**config.mk**
```make
export PLATFORM = sky130hd
export DESIGN_NAME = wdt_fault_reset
export DESIGN_NICKNAME = d
export VERILOG_FILES = /design/src/rtl/wdt_fault_pkg.sv /design/src/rtl/event_counter.sv /design/src/rtl/wdt_fault_reset.sv
export SDC_FILE = /design/constraint.sdc
export NUM_CORES = 1
export LEC_CHECK = 0
export BUFFER_PORTS_ARGS = -buffer_cell sky130_fd_sc_hd__buf_4
export CORE_AREA = 3 3 79 81
export DETAILED_ROUTE_END_ITERATION = 7
export DIE_AREA = 0 0 82 84
export GPL_ROUTABILITY_DRIVEN = 0
export PLACE_DENSITY_LB_ADDON = 0.12
export SLEW_MARGIN = 20
export SYNTH_ARGS = -nofsm -noshare
export SYNTH_HDL_FRONTEND = slang
export SYNTH_HIERARCHICAL = 1
export SYNTH_SLANG_ARGS = --single-unit
```
**constraint.sdc**
```tcl
create_clock -name pclk -period 3.1 [get_ports pclk]
set_input_delay 0.465 -clock pclk [delete_from_list [all_inputs] [get_ports pclk]]
set_output_delay 0.465 -clock pclk [all_outputs]
set_load 0.02 [all_outputs]
```
**src/rtl/wdt_fault_pkg.sv**
```systemverilog
// constants for the watchdog and stack-fault reset control block
package wdt_fault_pkg;

   // ==========================================================
   // register indices, byte address is four times the index
   localparam int unsigned ADDR_W            = 8;
   localparam logic [5:0]  IDX_CALL_SP       = 6'h01;
   localparam logic [5:0]  IDX_WDT_PERIOD    = 6'h02;
   localparam logic [5:0]  IDX_WDT_CLEAR     = 6'h03;
   localparam logic [5:0]  IDX_DBF_LEVEL     = 6'h04;
   localparam logic [5:0]  IDX_STACK_SEL     = 6'h05;
   localparam logic [5:0]  IDX_CE_CARRY      = 6'h06;
   localparam logic [5:0]  IDX_INT_LEVEL     = 6'h08;
   localparam logic [5:0]  IDX_FAULT_STATUS  = 6'h16;

   // ==========================================================
   // values after power-on reset
   localparam logic [3:0]  RST_CALL_SP       = 4'hf;
   localparam logic [1:0]  RST_WDT_PERIOD    = 2'h3;
   localparam logic [1:0]  RST_STACK_SEL     = 2'h3;
   localparam logic [3:0]  RST_CE_CARRY      = 4'h2;

   // ==========================================================
   // field positions
   localparam int unsigned POS_WDT_CLEAR     = 3;
   localparam int unsigned POS_SEL_INT_STACK = 1;
   localparam int unsigned POS_SEL_ADR_STACK = 0;
   localparam int unsigned POS_FAULT_FLAG    = 0;

   // ==========================================================
   // watchdog period codes
   typedef enum logic [1:0]
   {
      WDT_UNUSED     = 2'h0,
      WDT_SHORT      = 2'h1,
      WDT_PROHIBITED = 2'h2,
      WDT_LONG       = 2'h3
   } wdt_period_t;

   localparam int unsigned WDT_PERIOD_SHORT  = 65536;
   localparam int unsigned WDT_PERIOD_LONG   = 131072;

endpackage : wdt_fault_pkg

```
**src/rtl/event_counter.sv**
```systemverilog
// clearable up-counter advanced by a one-cycle increment pulse
`timescale 1ns/1ns
module event_counter
#(
   parameter int unsigned WIDTH = 4
)
(
   input  wire logic             pclk,
   input  wire logic             presetn,
   input  wire logic             clear,
   input  wire logic             inc,
   output logic [WIDTH-1:0]      count
);

   logic [WIDTH-1:0] count_ff;
   logic [WIDTH-1:0] nxt_count;

   initial
   begin
      if (WIDTH < 1)
      begin
         $error("event_counter: WIDTH must be at least 1");
      end
   end

   // clear wins over a simultaneous increment
   always_comb
   begin
      nxt_count = count_ff;
      if (clear)
      begin
         nxt_count = '0;
      end
      else if (inc)
      begin
         nxt_count = count_ff + WIDTH'(1);
      end
   end

   always_ff @(posedge pclk or negedge presetn)
   begin
      if (!presetn)
      begin
         count_ff <= '0;
      end
      else
      begin
         count_ff <= nxt_count;
      end
   end

   assign count = count_ff;

endmodule : event_counter

```
**src/rtl/wdt_fault_reset.sv**
```systemverilog
// watchdog, stack-fault reset selection and chip-enable reset carry count
//
// The APB interface to the registers is this design's own decision.
`timescale 1ns/1ns
module wdt_fault_reset
   import wdt_fault_pkg::*;
#(
   parameter int unsigned WDT_SHORT_COUNT = WDT_PERIOD_SHORT,
   parameter int unsigned WDT_LONG_COUNT  = WDT_PERIOD_LONG,
   parameter int unsigned CE_CNT_W        = 4
)
(
   input  wire logic              pclk,
   input  wire logic              presetn,
   input  wire logic              psel,
   input  wire logic              penable,
   input  wire logic              pwrite,
   input  wire logic [ADDR_W-1:0] paddr,
   input  wire logic [31:0]       pwdata,
   output logic [31:0]            prdata,
   output logic                   pready,
   output logic                   pslverr,
   input  wire logic              instr_exec,
   input  wire logic              int_stack_fault,
   input  wire logic              addr_stack_fault,
   input  wire logic [2:0]        interrupt_stack_level,
   input  wire logic [1:0]        data_buffer_stack_level,
   input  wire logic              ce_pin_rise,
   input  wire logic              ce_timer_carry,
   output logic [3:0]             call_stack_pointer,
   output logic                   fault_reset_pulse,
   output logic                   ce_reset_pulse
);

   localparam int unsigned WDT_W = $clog2(WDT_LONG_COUNT);
   localparam logic [WDT_W-1:0] WDT_LAST_SHORT = WDT_W'(WDT_SHORT_COUNT - 1);
   localparam logic [WDT_W-1:0] WDT_LAST_LONG  = WDT_W'(WDT_LONG_COUNT - 1);

   initial
   begin
      if (WDT_SHORT_COUNT < 2 || WDT_SHORT_COUNT > WDT_LONG_COUNT || CE_CNT_W != 4)
      begin
         $error("wdt_fault_reset: unsupported parameter values");
      end
   end

   // ==========================================================
   // bus decode
   logic [5:0]  idx;
   logic        mapped;
   logic        setup_rd;
   logic        acc_done;
   logic        wr_en;

   assign idx = paddr[ADDR_W-1:2];

   always_comb
   begin
      mapped = 1'b0;
      case (idx)
         IDX_CALL_SP, IDX_WDT_PERIOD, IDX_WDT_CLEAR, IDX_DBF_LEVEL,
         IDX_STACK_SEL, IDX_CE_CARRY, IDX_INT_LEVEL, IDX_FAULT_STATUS:
            mapped = (paddr[1:0] == 2'b00);
         default:
            mapped = 1'b0;
      endcase
   end

   // read data is latched in the setup cycle so the access phase needs no wait
   assign setup_rd = psel & ~penable & ~pwrite;
   assign acc_done = psel & penable;
   assign wr_en    = acc_done & pwrite & mapped;
   assign pready   = 1'b1;
   assign pslverr  = acc_done & ~mapped;

   // ==========================================================
   // register state
   logic [3:0]  call_sp_ff,     nxt_call_sp;
   logic [1:0]  period_ff,      nxt_period;
   logic        period_lock_ff, nxt_period_lock;
   logic [1:0]  stack_sel_ff,   nxt_stack_sel;
   logic        sel_lock_ff,    nxt_sel_lock;
   logic [3:0]  ce_carry_ff,    nxt_ce_carry;
   logic        flag_ff,        nxt_flag;
   logic        flag_read_ff,   nxt_flag_read;
   logic [31:0] prdata_ff,      nxt_prdata;
   logic        fault_ff,       nxt_fault;
   logic        ce_rst_ff,      nxt_ce_rst;
   logic        ce_arm_ff,      nxt_ce_arm;

   logic             wd_clear_wr;
   logic             wd_enabled;
   logic [WDT_W-1:0] wd_last;
   logic [WDT_W-1:0] wd_count;
   logic             wd_expire;
   logic             stack_fault;
   logic [3:0]       ce_count;
   logic [3:0]       ce_target;
   logic             ce_done;

   assign wd_clear_wr = wr_en & (idx == IDX_WDT_CLEAR) & pwdata[POS_WDT_CLEAR];

   // unused and prohibited codes leave the watchdog idle rather than guessing a period
   always_comb
   begin
      wd_enabled = 1'b1;
      wd_last    = WDT_LAST_LONG;
      case (wdt_period_t'(period_ff))
         WDT_SHORT:
            wd_last = WDT_LAST_SHORT;
         WDT_LONG:
            wd_last = WDT_LAST_LONG;
         default:
            wd_enabled = 1'b0;
      endcase
   end

   assign wd_expire   = wd_enabled & instr_exec & (wd_count == wd_last) & ~wd_clear_wr;
   assign stack_fault = (int_stack_fault  & stack_sel_ff[POS_SEL_INT_STACK]) |
                        (addr_stack_fault & stack_sel_ff[POS_SEL_ADR_STACK]);

   // a setting of zero or one means a single carry
   assign ce_target = (ce_carry_ff < 4'h2) ? 4'h1 : ce_carry_ff;
   assign ce_done   = ce_arm_ff & ce_timer_carry & ((ce_count + 4'h1) >= ce_target);

   event_counter #(.WIDTH(WDT_W)) u_wdt_count
   (
      .pclk    (pclk),
      .presetn (presetn),
      .clear   (wd_clear_wr | fault_ff | ce_rst_ff | wd_expire),
      .inc     (instr_exec & wd_enabled),
      .count   (wd_count)
   );

   event_counter #(.WIDTH(4)) u_ce_count
   (
      .pclk    (pclk),
      .presetn (presetn),
      .clear   (ce_pin_rise | ce_done | ~ce_arm_ff),
      .inc     (ce_arm_ff & ce_timer_carry),
      .count   (ce_count)
   );

   // ==========================================================
   // next-state
   always_comb
   begin
      nxt_call_sp     = call_sp_ff;
      nxt_period      = period_ff;
      nxt_period_lock = period_lock_ff;
      nxt_stack_sel   = stack_sel_ff;
      nxt_sel_lock    = sel_lock_ff;
      nxt_ce_carry    = ce_carry_ff;
      nxt_prdata      = prdata_ff;
      nxt_flag_read   = flag_read_ff;
      nxt_fault       = wd_expire | stack_fault;
      nxt_ce_rst      = ce_done;
      nxt_ce_arm      = ce_arm_ff;

      if (wr_en)
      begin
         case (idx)
            IDX_CALL_SP:
               nxt_call_sp = pwdata[3:0];
            IDX_WDT_PERIOD:
            begin
               if (!period_lock_ff)
               begin
                  nxt_period      = pwdata[1:0];
                  nxt_period_lock = 1'b1;
               end
            end
            IDX_STACK_SEL:
            begin
               if (!sel_lock_ff)
               begin
                  nxt_stack_sel = pwdata[1:0];
                  nxt_sel_lock  = 1'b1;
               end
            end
            IDX_CE_CARRY:
               nxt_ce_carry = pwdata[3:0];
            default:
               nxt_call_sp = call_sp_ff;
         endcase
      end

      if (ce_pin_rise)
      begin
         nxt_ce_arm = 1'b1;
      end
      if (ce_done)
      begin
         nxt_ce_arm = 1'b0;
      end

      // both internal resets put the call stack back to empty
      if (fault_ff | ce_rst_ff)
      begin
         nxt_call_sp = RST_CALL_SP;
      end

      if (setup_rd)
      begin
         nxt_flag_read = 1'b0;
         case (idx)
            IDX_CALL_SP:      nxt_prdata = {28'h000_0000, call_sp_ff};
            IDX_WDT_PERIOD:   nxt_prdata = {30'h0000_0000, period_ff};
            IDX_DBF_LEVEL:    nxt_prdata = {30'h0000_0000, data_buffer_stack_level};
            IDX_STACK_SEL:    nxt_prdata = {30'h0000_0000, stack_sel_ff};
            IDX_CE_CARRY:     nxt_prdata = {28'h000_0000, ce_carry_ff};
            IDX_INT_LEVEL:    nxt_prdata = {29'h0000_0000, interrupt_stack_level};
            IDX_FAULT_STATUS:
            begin
               nxt_prdata    = {31'h0000_0000, flag_ff};
               nxt_flag_read = flag_ff;
            end
            default:          nxt_prdata = 32'h0000_0000;
         endcase
      end

      // only a one that was actually returned is cleared, and a new fault wins
      nxt_flag = fault_ff | (flag_ff & ~(acc_done & ~pwrite & (idx == IDX_FAULT_STATUS) & flag_read_ff));
   end

   // ==========================================================
   // registers, power-on reset only; CE reset leaves flag and locks alone
   always_ff @(posedge pclk or negedge presetn)
   begin
      if (!presetn)
      begin
         call_sp_ff     <= RST_CALL_SP;
         period_ff      <= RST_WDT_PERIOD;
         period_lock_ff <= 1'b0;
         stack_sel_ff   <= RST_STACK_SEL;
         sel_lock_ff    <= 1'b0;
         ce_carry_ff    <= RST_CE_CARRY;
         flag_ff        <= 1'b0;
         flag_read_ff   <= 1'b0;
         prdata_ff      <= 32'h0000_0000;
         fault_ff       <= 1'b0;
         ce_rst_ff      <= 1'b0;
         ce_arm_ff      <= 1'b0;
      end
      else
      begin
         call_sp_ff     <= nxt_call_sp;
         period_ff      <= nxt_period;
         period_lock_ff <= nxt_period_lock;
         stack_sel_ff   <= nxt_stack_sel;
         sel_lock_ff    <= nxt_sel_lock;
         ce_carry_ff    <= nxt_ce_carry;
         flag_ff        <= nxt_flag;
         flag_read_ff   <= nxt_flag_read;
         prdata_ff      <= nxt_prdata;
         fault_ff       <= nxt_fault;
         ce_rst_ff      <= nxt_ce_rst;
         ce_arm_ff      <= nxt_ce_arm;
      end
   end

   assign prdata             = prdata_ff;
   assign call_stack_pointer = call_sp_ff;
   assign fault_reset_pulse  = fault_ff;
   assign ce_reset_pulse     = ce_rst_ff;
endmodule : wdt_fault_reset
```
==> results.py <==
metrics = {
    "run_status": {
        "status": "finished, final reports clean",
    },
    "detailed_routing": {
        "drtAntennaViolNets": 0,
        "wire_per_inst_um": 14.65,
        "first_pass_iters": 4,
        "drt-initial-drc-count": 93,
        "drc": 0,
        "routed_wl_mm": 5.758,
        "via_count": 2148,
        "vias_per_cell": 5.466,
    },
    "setup_path": {
        "cp_num_buf_inv": 1,
        "slowest_stage": "dfstp_2",
        "cp-start-kind": "flop",
        "path_cells": "inv_1 > a31o_2 > ha_1 > nand2b_1 > a21o_1 > a211oi_1 > o21ai_0 > nor2b_1 > mux2_4",
        "crit_family": "compound AO/OA/AOI/OAI gates",
        "critical_path.endpoint_type": "flop",
        "critPathKind": "flop to flop",
        "path_depth": 9,
        "max_stage_delay_ns": 0.55,
        "r2r.worst_path.cells": 9,
        "crit_required_ns": 3.33,
        "worst_ep_arrival_time_ns": 2.74,
        "cp_max_fo": 5,
    },
    "floorplanning": {
        "io_pins": 95,
        "rows": 27,
        "dieArea_mm2": 0.006888,
        "fp.coreArea_mm2": 0.005540,
        "start_util_pct": 50.61,
        "die_w_um": 82,
        "die_h_um": 84,
    },
    "timing": {
        "fmax_ghz": 0.3980,
        "tightest_slew_ns": 0.6152,
        "period_share_pct": 81.06,
        "min_period_ns": 2.513,
        "setup_viol": 0,
        "slew_violations": 0,
        "setup-tns-final_ns": 0,
        "timing.hold.ws_ns": 0.1623,
        "rsz0062_at_grt": "false",
        "hold_viol": 0,
        "max_slew_margin_pct": 58.55,
        "skew_ns": 0.009074,
        "fin_ws_ns": 0.5871,
    },
    "clock_tree": {
        "cts-buffers-inserted": 5,
        "htreeDepth": 2,
        "cts.path.max_buffers": 2,
        "tritoncts": "built",
        "holdBufCountCts": 0,
        "clock_sinks": 44,
        "clkTransAtPathRegs_ns": 0.09,
        "cts_setup_buffers": 0,
        "clock-root-buffer": "clkbuf_8",
        "cts_resized": 0,
        "clock_latency_ns": 0.29,
    },
    "power_and_ir_drop": {
        "peakVddDrop_mv": 0.2830,
        "p_leak_uw": 0.001462,
        "p_per_area_mw_per_mm2": 374.1,
    },
    "yosys": {
        "synth-edff-count": 0,
        "synthAdderAreaFrac_pct": 3.124,
        "synth_cell_types": 62,
        "yosysWarnings": 6,
        "yosys.area.top_type_share_pct": 31.24,
        "synth_ff_type": "dfrtp_1",
        "synth_seq_area_share_pct": 39.67,
        "synth_top_family_by_area": "simple AND/OR/NAND/NOR gates",
        "ys_top_cells_by_area": "dfrtp_1, dfstp_2, buf_4",
        "ys_seq_elements": 44,
        "synth_top_cell_by_area": "dfrtp_1",
        "synthXorXnorAreaFrac_pct": 4.685,
        "synth-simple-area-share_pct": 24.23,
        "async_reset_ff_share_pct": 100.0,
        "synthesis.instances": 283,
        "synth_mux_area_share_pct": 7.274,
        "avgSynthCellArea_um2": 9.908,
        "synth_compound_area_share_pct": 10.75,
        "synth_area_mm2": 0.002804,
    },
    "worst_hold_path": {
        "hp-class": "input port to async pin",
    },
    "flow_run": {
        "maxCapViolCount": 0,
    },
    "final_layout": {
        "drive_gt1_share_pct": 26.79,
        "insertedDiodeCount": 0,
        "fin_util_pct": 56.64,
        "area_growth_pct": 11.91,
        "final_nets": 382,
    },
    "place": {
        "dp_hpwl_mm": 4.228,
        "dp_slack_ns": 0.3829,
        "port_buffers": 37,
    },
    "global_routing": {
        "gr-total-overflow": 0,
        "grt_pass1_wl_mm": 9.722,
        "grt_max_degree": 45,
        "antenna_found_initial": 0,
        "grtUsageTotal_pct": 17.64,
        "grt_pass1_vias": 2040,
    },
}
metal layers:
layer	vias up	wire length [um]	global-route usage, %
li1	1043	-	-
met2	59	2611	26.23
met4	0	56	3.625
met3	7	350	3.456
met5	-	0	0
met1	1039	2740	26.44
cell type report:
| class | instances | area, um2 |
|---|---|---|
| Multi-Input combinational cell | 222 | 1513 |
| Inverter | 6 | 22.52 |
| Clock buffer | 6 | 82.58 |
| Tap cell | 72 | 90.09 |
| Sequential cell | 44 | 1112 |
| Clock inverter | 2 | 10.01 |
| Fill cell | 518 | 2402 |
| Timing Repair Buffer | 41 | 307.8 |
sequential cells by signal, summed over array words and instances (netlist names):
| name | flops |
|---|---|
| u_wdt_count/count | 17 |
| call_stack_pointer | 4 |
| ce_carry_ff | 4 |
| prdata | 4 |
| u_ce_count/count | 4 |
| period_ff | 2 |
| stack_sel_ff | 2 |
| ce_arm_ff | 1 |
| ce_reset_pulse | 1 |
| fault_reset_pulse | 1 |
| flag_ff | 1 |
| flag_read_ff | 1 |
| period_lock_ff | 1 |
| sel_lock_ff | 1 |
synthesized netlist by cell type, drive strengths merged (7+ instances only):
cell type  instances
mux2              10
o21ai             10
nor2              23
mux2i              8
dfstp              9
buf               35
nand3             14
dfrtp             35
nand2             12
ha                 7
xor2               9
nand4             11
a21oi              7
cell families (layout without fill, tap and decap cells):
family / Yosys count / in the layout
simple gates: 109 / 109
compound gates: 44 / 44
flops: 44 / 44
buf+inv: 44 / 55
mux: 18 / 18
xor+xnor: 15 / 15
fa+ha+maj: 7 / 7
other cells: 2 / 29
layout by cell type, fill, tap and decap left out, types with 9 or more instances in the layout:
cell type / n
buf_4: 41
dfrtp_1: 35
conb_1: 29
nor2_1: 23
nand3_1: 13
nand2_1: 12
o21ai_0: 10
nand4_1: 10
xor2_1: 9
dfstp_2: 9
through the flow:
step	total power (uW)	instance area [um2]	cells
2_1_floorplan	763.3	2905	310
3_3_place_gp	811.3	3045	385
3_5_place_dp	813.7	3045	385
4_1_cts	1189	3138	393
5_1_grt	1240	3138	393
6_report	1174	3138	393
final timing paths:
path | slack, ns | start | endpoint
setup / recovery | 0.59 | ce_carry_ff[1]$_DFFE_PN1P_ | u_ce_count/count[3]$_DFFE_PN0P_
hold / removal | 0.16 | presetn | prdata[1]$_DFFE_PN0P_
setup reg to reg | 0.59 | ce_carry_ff[1]$_DFFE_PN1P_ | u_ce_count/count[3]$_DFFE_PN0P_
hold reg to reg | 0.47 | flag_read_ff$_DFFE_PN0P_ | flag_read_ff$_DFFE_PN0P_
max in group asynchronous | 2.55 | presetn | stack_sel_ff[0]$_DFFE_PN1P_
min in group pclk | 0.41 | pwdata[2] | call_stack_pointer[2]$_DFFE_PN1P_
worst register-to-register path, delay by kind of cell, from the launching register on:
family,cells,cell delay [ns]
and+or+nand+nor,2,0.34
muxes,1,0.15
adders and majority gates,1,0.26
buffers and inverters,1,0.06
AOI/OAI and AO/OA,4,1.08
DFF,1,0.55
power breakdown:
| group | internal, uW | total [uW] | switching [uW] |
|---|---|---|---|
| logic | 71.3 | 202 | 131 |
| clock network | 178 | 371 | 193 |
| registers | 589 | 601 | 12.0 |
(Power assumes the default switching activity.)
